## config.mk

```make
export PLATFORM = sky130hd
export DESIGN_NAME = ext_bus_ctrl
export DESIGN_NICKNAME = d
export VERILOG_FILES = /design/src/ebsc_pkg.sv /design/src/ext_bus_ctrl.sv
export SDC_FILE = /design/constraint.sdc
export NUM_CORES = 1
export LEC_CHECK = 0
export BUFFER_PORTS_ARGS = -buffer_cell sky130_fd_sc_hd__buf_2
export CORE_ASPECT_RATIO = 2
export CORE_MARGIN = 3
export CORE_UTILIZATION = 45
export DETAILED_ROUTE_END_ITERATION = 12
export PLACE_DENSITY = 0.67
export SYNTH_ARGS = -nofsm -noshare
export SYNTH_HDL_FRONTEND = slang
export SYNTH_SLANG_ARGS = --single-unit
```

## constraint.sdc

```tcl
create_clock -name clk -period 5.5 [get_ports clk]
set_input_delay 1.375 -clock clk [delete_from_list [all_inputs] [get_ports clk]]
set_output_delay 1.375 -clock clk [all_outputs]
set_load 0.005 [all_outputs]
```

## src/ebsc_pkg.sv

```systemverilog
// Constants, register map and types of the external bus state controller.
// Assumes a 50 MHz system clock and a 16-bit register port on 5 address bits.
package ebsc_pkg;
  typedef enum logic [2:0] {MEM_BASIC, MEM_DRAM, MEM_SDRAM, MEM_PSRAM, MEM_BROM} mem_type_t;
  typedef enum logic [1:0] {ARB_TOTAL, ARB_PARTIAL, ARB_SLAVE} arb_mode_t;
  localparam logic [4:0] REG_SPACE0 = 5'h00;
  localparam logic [4:0] REG_MODE = 5'h10;
  localparam logic [4:0] REG_COUNT = 5'h14;
  localparam logic [4:0] REG_COMPARE = 5'h18;
  localparam logic [4:0] REG_STATUS = 5'h1c;
  localparam int CFG_TYPE_LSB = 0;
  localparam int CFG_WIDTH_LSB = 3;
  localparam int CFG_WAIT_LSB = 5;
  localparam int CFG_BANK_BIT = 9;
  localparam int MODE_ARB_LSB = 0;
  localparam int MODE_REF_EN = 2;
  localparam int MODE_SELF = 3;
  localparam int MODE_CKS_LSB = 4;
  localparam int MODE_IRQ_EN = 6;
  localparam logic [1:0] WID_8 = 2'h0;
  localparam logic [1:0] WID_16 = 2'h1;
  localparam logic [15:0] CFG_RESET = 16'h0070;
  localparam logic [15:0] MODE_RESET = 16'h0000;
  localparam logic [15:0] COMPARE_RESET = 16'hffff;
  localparam logic [3:0] DONE_RESET = 4'h1;
  localparam logic [3:0][7:0] CKS_MASKS = {8'hff, 8'h3f, 8'h0f, 8'h03};
  localparam int SPACE_HI = 26;
  localparam int SPACE_LO = 25;
  localparam int CT_BIT = 28;
  localparam int COL_BITS = 9;
  localparam logic [1:0] SHARED_SPACE = 2'h2;
  localparam logic [2:0] UNIT_BYTES = 3'h4;
  localparam logic [2:0] FILL_UNITS = 3'h4;
endpackage

```

## src/ext_bus_ctrl.sv

```systemverilog
// External bus state controller: four chip-select spaces, DRAM/SDRAM/pseudo-SRAM/basic
// cycles, line fill, refresh timer and bus arbitration.
// Assumes all inputs synchronous to clk; the pad ring resolves pins from the enables.
`timescale 1ns/1ns
// Overview of operation
// - Drive 27-bit address; top two bits pick one of four 32 MB spaces.
// - Exactly one active-low space select per access, chosen by address bits 26 and 25; CBR refresh asserts all four.
// - Each space has its own memory type and matching control strobes.
// - Each space has its own bus width 8/16/32 and wait-state count.
// - 16-bit spaces use low sixteen data lines, 8-bit spaces low eight.
// - Narrow access to a 32-bit space uses the lane set by low address.
// - Address marks access cacheable or cache-through; through goes at requested size.
// - Cacheable read miss fetches a 16-byte line as four 4-byte reads.
// - Writes are write-through: every write goes out on the bus.
// - CBR auto-refresh and self-refresh, interval from counter and clock select.
// - Refresh counter doubles as timer; compare match raises an interrupt.
// - DRAM: row/column multiplexed, burst reads, page mode within a transfer.
// - DRAM: a precharge cycle follows each access for row-strobe precharge.
// - SDRAM: row/column multiplexed, burst read, single write, bank active option.
// - Total master: release the bus on an external release request.
// - Partial-share master: only space 2 needs arbitration.
// - Slave: request bus use, access only after permission returns.
// - Basic interface: start strobe one cycle, with the address.
// - DRAM/SDRAM: start strobe one cycle, with the column address; pseudo-SRAM: with the full address.
// - Released bus: address, strobe, direction become inputs; rest float.
// - Lane strobes act as CAS, DQM, WE or byte-write flag by type.
// - Direction signal marks read or write for every access.
// - Release request in and grant out; or bus request out and enable in.
module ext_bus_ctrl import ebsc_pkg::*; (
  // System
  input wire logic clk,
  input wire logic rstn,
  // Register port
  input wire logic [4:0] reg_addr,
  input wire logic [15:0] reg_wdata,
  input wire logic reg_wr,
  input wire logic reg_rd,
  output logic [15:0] reg_rdata,
  // Internal access port
  input wire logic req,
  input wire logic [28:0] req_addr,
  input wire logic req_we,
  input wire logic [1:0] req_size,
  input wire logic [31:0] req_wdata,
  output logic req_ready,
  output logic req_ack,
  output logic req_err,
  output logic [31:0] req_rdata,
  // Address, data, start strobe and direction pins
  output logic [26:0] addr_out,
  output logic addr_oe,
  input wire logic [26:0] addr_in,
  output logic [31:0] data_out,
  output logic data_oe,
  input wire logic [31:0] data_in,
  output logic cycle_start_strobe_n,
  input wire logic cycle_start_strobe_in_n,
  output logic rdwr_n,
  input wire logic rdwr_in_n,
  // Memory strobes, floated together by ctrl_oe
  output logic [3:0] space_select_n,
  output logic ras_n,
  output logic cas_n,
  output logic rd_n,
  output logic [3:0] lane_strobe_n,
  output logic ctrl_oe,
  output logic precharge_cycle,
  input wire logic wait_n,
  // Arbitration, refresh and timer
  input wire logic bus_release_request_in,
  output logic bus_grant_out,
  output logic bus_use_request_out,
  input wire logic bus_use_enable_in,
  output logic cke,
  output logic refresh_compare_match_irq
);
  typedef enum {ST_IDLE, ST_ARB, ST_GO, ST_ROW, ST_COL, ST_WAIT, ST_PRE, ST_RF_CAS,
    ST_RF_RAS, ST_REL} state_t;
  typedef struct packed {
    state_t st;
    logic [3:0][15:0] cfg;
    logic [15:0] mode, cnt, cmp;
    logic cmf, ref_pend, busy, we, row_open;
    logic [3:0] done, wcnt;
    logic [7:0] presc;
    logic [26:0] cur_addr;
    logic [17:0] open_row;
    logic [31:0] wdata, acc, rdata, dout;
    logic [2:0] ubytes, bleft, units;
    logic [15:0] rrdata;
    logic [26:0] aout;
    logic ready, ack, err, aoe, doe, cstart, rw, coe, ras, cas, rd, pre, grant, use_req, irq, cke;
    logic [3:0] sel, lane;
  } bsc_state_t;

  bsc_state_t s_reg, s_next;
  logic [1:0] sp, rsp, lane_lo;
  logic [15:0] c, rv;
  mem_type_t mt;
  arb_mode_t arb;
  logic [2:0] wb, bpb, rem;
  logic [4:0] sh;
  logic [31:0] msk, chunk;
  logic [3:0] lmask;
  logic tick, dram_like, row_hit;

  always_comb begin
    s_next = s_reg;
    sp = s_reg.cur_addr[SPACE_HI:SPACE_LO];
    c = s_reg.cfg[sp];
    mt = mem_type_t'(c[CFG_TYPE_LSB +: 3]);
    arb = arb_mode_t'(s_reg.mode[MODE_ARB_LSB +: 2]);
    rsp = req_addr[SPACE_HI:SPACE_LO];
    case (c[CFG_WIDTH_LSB +: 2])
      WID_8: wb = 3'h1;
      WID_16: wb = 3'h2;
      default: wb = 3'h4;
    endcase
    bpb = (s_reg.ubytes < wb) ? s_reg.ubytes : wb;
    rem = s_reg.bleft - bpb;
    // Narrow spaces sit on the low lanes; a 32-bit space uses the addressed lane
    lane_lo = (wb == 3'h4) ? 2'(3'h4 - bpb - {1'b0, s_reg.cur_addr[1:0]}) : 2'h0;
    sh = {lane_lo, 3'b000};
    msk = (bpb == 3'h1) ? 32'h0000_00ff : (bpb == 3'h2) ? 32'h0000_ffff : 32'hffff_ffff;
    chunk = (s_reg.wdata >> {rem, 3'b000}) & msk;
    lmask = ((bpb == 3'h1) ? 4'h1 : (bpb == 3'h2) ? 4'h3 : 4'hf) << lane_lo;
    dram_like = (mt == MEM_DRAM) || (mt == MEM_SDRAM);
    row_hit = s_reg.row_open && (s_reg.open_row == s_reg.cur_addr[26:COL_BITS]);
    rv = 16'h0000;
    s_next.ack = 1'b0;
    s_next.err = 1'b0;
    s_next.cstart = 1'b1;
    s_next.pre = 1'b0;
    s_next.rrdata = 16'h0000;

    // Refresh counter, also a free interval timer
    s_next.presc = s_reg.presc + 8'h01;
    tick = &(s_reg.presc | ~CKS_MASKS[s_reg.mode[MODE_CKS_LSB +: 2]]);
    if (tick) begin
      if (s_reg.cnt == s_reg.cmp) begin
        s_next.cnt = 16'h0000;
        s_next.cmf = 1'b1;
        s_next.ref_pend = s_reg.mode[MODE_REF_EN] && !s_reg.mode[MODE_SELF];
      end else begin
        s_next.cnt = s_reg.cnt + 16'h0001;
      end
    end

    if (reg_wr) begin
      if (reg_addr < REG_MODE) begin
        s_next.cfg[reg_addr[3:2]] = reg_wdata;
        s_next.done[reg_addr[3:2]] = 1'b1;
      end else if (reg_addr == REG_MODE) begin
        s_next.mode = reg_wdata;
      end else if (reg_addr == REG_COUNT) begin
        s_next.cnt = reg_wdata;
      end else if (reg_addr == REG_COMPARE) begin
        s_next.cmp = reg_wdata;
      end else if (reg_addr == REG_STATUS) begin
        // Writing zero clears the match flag; a match in the same cycle wins
        s_next.cmf = s_next.cmf && (reg_wdata[0] || (tick && s_reg.cnt == s_reg.cmp));
      end
    end
    if (reg_rd) begin
      if (reg_addr < REG_MODE) begin
        rv = s_reg.cfg[reg_addr[3:2]];
      end else if (reg_addr == REG_MODE) begin
        rv = s_reg.mode;
      end else if (reg_addr == REG_COUNT) begin
        rv = s_reg.cnt;
      end else if (reg_addr == REG_COMPARE) begin
        rv = s_reg.cmp;
      end else if (reg_addr == REG_STATUS) begin
        rv = {10'h000, s_reg.busy, s_reg.done, s_reg.cmf};
      end
      s_next.rrdata = rv;
    end
    s_next.irq = s_next.cmf && s_next.mode[MODE_IRQ_EN];
    s_next.ras = s_next.ras; // held by the sequencer below
    s_next.cke = 1'b0;

    case (s_reg.st)
      ST_IDLE: begin
        if (req) begin
          s_next.busy = 1'b1;
          s_next.we = req_we;
          s_next.wdata = req_wdata;
          s_next.acc = 32'h0000_0000;
          if (!req_addr[CT_BIT] && !req_we) begin
            s_next.cur_addr = {req_addr[26:4], 4'h0};
            s_next.ubytes = UNIT_BYTES;
            s_next.units = FILL_UNITS;
          end else begin
            s_next.cur_addr = req_addr[26:0];
            s_next.ubytes = (req_size == 2'h0) ? 3'h1 : (req_size == 2'h1) ? 3'h2 : 3'h4;
            s_next.units = 3'h1;
          end
          s_next.bleft = s_next.ubytes;
          if (rsp != 2'h0 && !s_reg.done[rsp]) begin
            s_next.err = 1'b1;
            s_next.busy = 1'b0;
          end else if (arb == ARB_SLAVE || (arb == ARB_PARTIAL && rsp == SHARED_SPACE)) begin
            s_next.use_req = 1'b1;
            s_next.st = ST_ARB;
          end else begin
            s_next.st = ST_GO;
          end
        end else if (s_reg.ref_pend) begin
          s_next.ref_pend = 1'b0;
          s_next.sel = 4'h0;
          s_next.lane = 4'h0;
          s_next.cas = 1'b0;
          s_next.st = ST_RF_CAS;
        end else if (arb == ARB_TOTAL && bus_release_request_in) begin
          s_next.aoe = 1'b0;
          s_next.doe = 1'b0;
          s_next.coe = 1'b0;
          s_next.grant = 1'b1;
          s_next.st = ST_REL;
        end
      end
      ST_ARB: begin
        if (bus_use_enable_in) begin
          s_next.st = ST_GO;
        end
      end
      ST_GO: begin
        s_next.aoe = 1'b1;
        s_next.coe = 1'b1;
        s_next.doe = s_reg.we;
        s_next.rw = !s_reg.we;
        s_next.sel = ~(4'h1 << sp);
        if (mt == MEM_SDRAM && s_reg.row_open && !row_hit) begin
          s_next.st = ST_PRE;
        end else if ((dram_like && !row_hit) || mt == MEM_PSRAM) begin
          s_next.aout = 27'(s_reg.cur_addr[26:COL_BITS]);
          s_next.ras = 1'b0;
          s_next.st = ST_ROW;
        end else begin
          s_next.st = ST_COL;
        end
      end
      ST_ROW: begin
        s_next.ras = (mt == MEM_SDRAM) ? 1'b1 : 1'b0;
        s_next.st = ST_COL;
      end
      ST_COL: begin
        // Strobe roles per memory type
        s_next.lane = (s_reg.we || mt == MEM_DRAM || mt == MEM_SDRAM) ? ~lmask : 4'hf;
        s_next.cas = !((mt == MEM_SDRAM) || (mt == MEM_PSRAM && !s_reg.we));
        s_next.rd = s_reg.we || dram_like || mt == MEM_PSRAM;
        s_next.dout = chunk << sh;
        s_next.wcnt = c[CFG_WAIT_LSB +: 4];
        s_next.st = ST_WAIT;
      end
      ST_WAIT: begin
        if (mt == MEM_SDRAM) begin
          s_next.cas = 1'b1;
        end
        if (s_reg.wcnt != 4'h0) begin
          s_next.wcnt = s_reg.wcnt - 4'h1;
        end else if (wait_n) begin
          s_next.acc = (s_reg.acc << {bpb, 3'b000}) | ((data_in >> sh) & msk);
          s_next.bleft = rem;
          s_next.lane = 4'hf;
          s_next.cas = 1'b1;
          s_next.rd = 1'b1;
          if (rem != 3'h0) begin
            s_next.cur_addr = s_reg.cur_addr + 27'(bpb);
            s_next.st = ST_COL;
          end else begin
            s_next.ack = 1'b1;
            s_next.rdata = s_next.acc;
            if (s_reg.units > 3'h1) begin
              s_next.units = s_reg.units - 3'h1;
              s_next.cur_addr = s_reg.cur_addr + 27'(bpb);
              s_next.bleft = s_reg.ubytes;
              s_next.acc = 32'h0000_0000;
              s_next.st = ST_COL;
            end else begin
              s_next.busy = 1'b0;
              s_next.use_req = 1'b0;
              s_next.doe = 1'b0;
              s_next.sel = 4'hf;
              s_next.st = ST_IDLE;
              if (mt == MEM_SDRAM && c[CFG_BANK_BIT]) begin
                s_next.row_open = 1'b1;
                s_next.open_row = s_reg.cur_addr[26:COL_BITS];
              end else if (dram_like || mt == MEM_PSRAM) begin
                s_next.st = ST_PRE;
              end
            end
          end
        end
      end
      ST_PRE: begin
        s_next.ras = 1'b1;
        s_next.cas = 1'b1;
        s_next.lane = 4'hf;
        s_next.pre = 1'b1;
        s_next.row_open = 1'b0;
        s_next.st = s_reg.busy ? ST_GO : ST_IDLE;
        s_next.sel = s_reg.busy ? s_reg.sel : 4'hf;
      end
      ST_RF_CAS: begin
        s_next.ras = 1'b0;
        s_next.st = ST_RF_RAS;
      end
      ST_RF_RAS: begin
        s_next.sel = 4'hf;
        s_next.st = ST_PRE;
      end
      ST_REL: begin
        if (!bus_release_request_in) begin
          s_next.grant = 1'b0;
          s_next.aoe = 1'b1;
          s_next.coe = 1'b1;
          s_next.st = ST_IDLE;
        end
      end
      default: s_next.st = ST_IDLE;
    endcase

    // Column phase: address and one-cycle start strobe together
    if (s_next.st == ST_COL) begin
      s_next.cstart = 1'b0;
      s_next.aout = dram_like ? 27'(s_next.cur_addr[COL_BITS-1:0]) : s_next.cur_addr;
    end
    s_next.cke = !s_next.mode[MODE_SELF];
    s_next.ready = (s_next.st == ST_IDLE);
  end

  always_ff @(posedge clk or negedge rstn) begin
    if (!rstn) begin
      s_reg <= '0;
      s_reg.st <= ST_IDLE;
      s_reg.cfg <= {4{CFG_RESET}};
      s_reg.mode <= MODE_RESET;
      s_reg.cmp <= COMPARE_RESET;
      s_reg.done <= DONE_RESET;
      s_reg.ready <= 1'b1;
      s_reg.aoe <= 1'b1;
      s_reg.coe <= 1'b1;
      s_reg.cstart <= 1'b1;
      s_reg.rw <= 1'b1;
      s_reg.ras <= 1'b1;
      s_reg.cas <= 1'b1;
      s_reg.rd <= 1'b1;
      s_reg.cke <= 1'b1;
      s_reg.sel <= 4'hf;
      s_reg.lane <= 4'hf;
    end else begin
      s_reg <= s_next;
    end
  end

  assign reg_rdata = s_reg.rrdata;
  assign req_ready = s_reg.ready;
  assign req_ack = s_reg.ack;
  assign req_err = s_reg.err;
  assign req_rdata = s_reg.rdata;
  assign addr_out = s_reg.aout;
  assign addr_oe = s_reg.aoe;
  assign data_out = s_reg.dout;
  assign data_oe = s_reg.doe;
  assign cycle_start_strobe_n = s_reg.cstart;
  assign rdwr_n = s_reg.rw;
  assign space_select_n = s_reg.sel;
  assign ras_n = s_reg.ras;
  assign cas_n = s_reg.cas;
  assign rd_n = s_reg.rd;
  assign lane_strobe_n = s_reg.lane;
  assign ctrl_oe = s_reg.coe;
  assign precharge_cycle = s_reg.pre;
  assign bus_grant_out = s_reg.grant;
  assign bus_use_request_out = s_reg.use_req;
  assign cke = s_reg.cke;
  assign refresh_compare_match_irq = s_reg.irq;
endmodule

```

==> results.tsv <==
stage	metric	value	unit
critical_path	Critical R2R Launch	s_reg[247]$_DFF_PN0_	
sta	relative slew slack	8.949	%
synthesis	#FFs+latches synth	413	
cells_and_area	max reg flops	281	
detailed_routing	Pre-antenna DRT Iters	6	
pwr	peak supply drop	277.6	uV
floorplan	Rows	113	
cells_and_area	Final Cell Area	24800	um^2
detailed_routing	DRC viols	0	
sta	Setup TNS	0	ps
sta	Worst Tran Pin Value	1353	ps
clocking	H-tree levels	2	
clocking	CTS Hold Bufs	0	
sta	clock period minus worst slack	5267	ps
synthesis	Main synth FF type	dfrtp_1	
sta	f_max	189.9	MHz
critical_path	Critical Path Sink	addr_out[5]$_DFFE_PN0P_	
critical_path	RR Endpoint	addr_out[5]$_DFFE_PN0P_	
global_routing	vias in the first global route	18030	
synthesis	Cells after Synth	2132	
synthesis	asr flop ratio synth	100.0	%
cells_and_area	footprint of the multi-input gates	10150	um^2
placement	GPL Wtd Cong	0.9396	
pwr	Overall Power	0.007747	W
sta	final period utilization	95.76	%
clocking	clock net sink count	413	
placement	hpwl dp	51130	um
floorplan	I/O pins	285	
clocking	root buf cell	clkbuf_16	
floorplan	Initial Util	45.80	%
critical_path	delay-heaviest family, CP	compound AO/OA/AOI/OAI gates	
synthesis	YS warnings	0	
floorplan	Die Wd	162.2	um
critical_path	largest fanout on the critical path	7	
critical_path	Worst setup SP type	register	
critical_path	CP Launch Point	s_reg[247]$_DFF_PN0_	
detailed_routing	drt via density	5.853	
cells_and_area	Total Nets Final	2460	
clocking	cts bufs inserted	41	
synthesis	mapped cell area	21950	um^2
cells_and_area	Sequential cell area	10390	um^2
sta	# setup viols final	0	
global_routing	Remaining Overflow, GRT	0	
clocking	CTS max path bufs	3	
critical_path	CP Capture Type	register	
critical_path	Buf+Inv Stages, Crit Path	3	
detailed_routing	DR vias	17310	
floorplan	die area	51630	um^2
outcome	status	finished, final reports clean	
sta	Final Max Tran Viols	0	
detailed_routing	Detail Route Antenna Nets	0	
detailed_routing	WL final	68350	um
sta	Layout Skew	19.29	ps
cells_and_area	fill count	4253	
floorplan	Die Y	318.3	um
detailed_routing	per-cell routed wire length	23.11	um
critical_path	critical path class	reg -> reg	
critical_path	Register-to-Register Path Depth	18	
critical_path	Levels on crit path	18	
synthesis	post-synthesis sequential area ratio	47.34	%
synthesis	library cells used by synthesis	79	
critical_path	WP data required	5930	ps
clocking	clk slew on worst S/H paths	60	ps
critical_path	reg2reg setup slack	230	ps
global_routing	first-pass GRT wire length	104600	um
detailed_routing	1st-iter DRT viols	1335	
critical_path	worst-path cell chain	mux4_2 > inv_1 > nand2_1 > ha_1 > o21ai_0 > a211o_1 > a21boi_1 > ha_1 > inv_1 > fa_1 > xnor3_1 > or4_1 > or4_1 > o221ai_2 > a221oi_2 > o21ai_4 > buf_4 > mux2_2	
pwr	Leak	11.72	nW
synthesis	Avg Inst Size Synth	10.30	um^2
cells_and_area	layout cells sized above 1	27.85	%
placement	input/output buffers	254	
cells_and_area	most common cell after layout, fill and taps aside	dfrtp_1	
critical_path	crit-path max cell delay	560	ps
clocking	CTS tree	yes	
worst_hold_path	hold crit path type	reg -> reg	
run	max-cap viol count	0	
global_routing	largest net degree at the start of global routing	122	
clocking	Worst-Skew Late Latency	560	ps
placement	placed cell area	23300	um^2
critical_path	Worst Path Arrival	5700	ps
pwr	Power Density	312.4	nW/um^2
cells_and_area	most frequent cells in the layout	dfrtp_1, nand2_1, buf_2	
cells_and_area	area grow syn2layout	12.96	%
global_routing	total track usage	26.01	%
critical_path	Slowest cell on crit path	or4_1	
global_routing	initial antenna violation count	3	
sta	Hold Fails Final Rpt	0	
synthesis	Post-synth EDFFs	0	
floorplan	core area	47930	um^2
sta	RSZ-0062 raised after global routing	no	
## cells by family after synthesis
logic type | Yosys count | synth area share (%)
simple gates | 637 | 13.54
flops | 413 | 47.34
other cells | 1 | 0.01708
fa+ha+maj | 16 | 0.9804
buf+inv | 294 | 7.319
compound gates | 440 | 13.63
xor+xnor | 60 | 2.457
mux | 271 | 14.71
## timing repair
| action | 4_1_cts | 5_1_grt |
|---|---|---|
| buffers inserted | 0 | 11 |
| resized for setup | 0 | 2 |
| endpoints found under the setup margin | 0 | 20 |
## final cells by class
type	instances	share of cell area [%]
Clock buffer	63	4.834
Clock inverter	13	0.7822
Inverter	55	0.8326
Sequential cell	413	41.91
Timing Repair Buffer	326	7.499
Tap cell	632	3.189
Antenna cell	2	0.02018
Multi-Input combinational cell	1453	40.93
## per-stage QoR
step / utilization, % / hold slack [ps] / cells / worst slack [ps]
after detailed placement: 48.61 / 445.8 / 2867 / 167.3
final: 51.73 / 450.8 / 2957 / 232.9
after floorplan: - / 411.4 / 2159 / 95.26
after global routing: 51.72 / 486.9 / 2955 / 11.61
after CTS: 51.51 / 455.4 / 2943 / 159.7
after global placement: 48.61 / 429.5 / 2867 / 199.2
## cell usage after synthesis, types with 10 or more instances
library cell	n	area [um^2]
o22ai_1	25	156.4
mux2_2	151	1700
o211ai_1	16	120.1
nand2_1	290	1089
a31oi_1	30	187.7
nor4_1	12	75.07
or3_1	10	62.56
buf_2	22	110.1
dfrtp_1	368	9209
xnor2_1	52	455.4
nand4_1	25	156.4
and3_1	11	68.82
dfstp_2	45	1182
nand3b_1	10	75.07
ha_1	14	175.2
and2_1	15	93.84
nor2b_1	15	93.84
o31ai_1	15	112.6
mux4_2	26	585.6
nor3_1	27	135.1
nor2_1	133	499.2
o211a_1	10	100.1
nand3_1	35	175.2
a222oi_1	16	160.2
o21ai_0	118	590.6
buf_4	118	885.9
clkbuf_1	87	326.6
inv_1	55	206.5
a22o_1	15	131.4
a211oi_1	15	112.6
a221oi_1	18	157.7
a21oi_1	75	375.4
o21a_1	13	97.59
a221o_1	13	130.1
mux2i_1	92	920.9
## how the worst min path moves through the flow
stage | startpoint | cells after the start | to
2_1_floorplan | s_reg[305]$_DFF_PN0_ | 1 | cke$_DFF_PN1_
3_3_place_gp | s_reg[249]$_DFF_PN0_ | 1 | s_reg[249]$_DFF_PN0_
3_5_place_dp | s_reg[249]$_DFF_PN0_ | 1 | s_reg[249]$_DFF_PN0_
4_1_cts | s_reg[249]$_DFF_PN0_ | 1 | s_reg[249]$_DFF_PN0_
5_1_grt | s_reg[249]$_DFF_PN0_ | 1 | s_reg[249]$_DFF_PN0_
6_report | s_reg[249]$_DFF_PN0_ | 1 | s_reg[249]$_DFF_PN0_
## routing by layer
metal  vias to the layer above  global-route usage [%]  wire length [um]
met5                         -                       0                18
met4                         4                   15.20              4618
met3                       215                   3.957              3767
met2                       663                   48.09             36260
met1                      8556                   27.48             23680
li1                       7869                       -                 -
## where the power goes
group          total, W  leakage (nW)  internal, W  switching, W
Sequential      0.00350          5.16      0.00329      0.000209
Combinational   0.00133          5.88     0.000554      0.000776
Clock           0.00291         0.680      0.00170       0.00121
(Power assumes the default switching activity.)
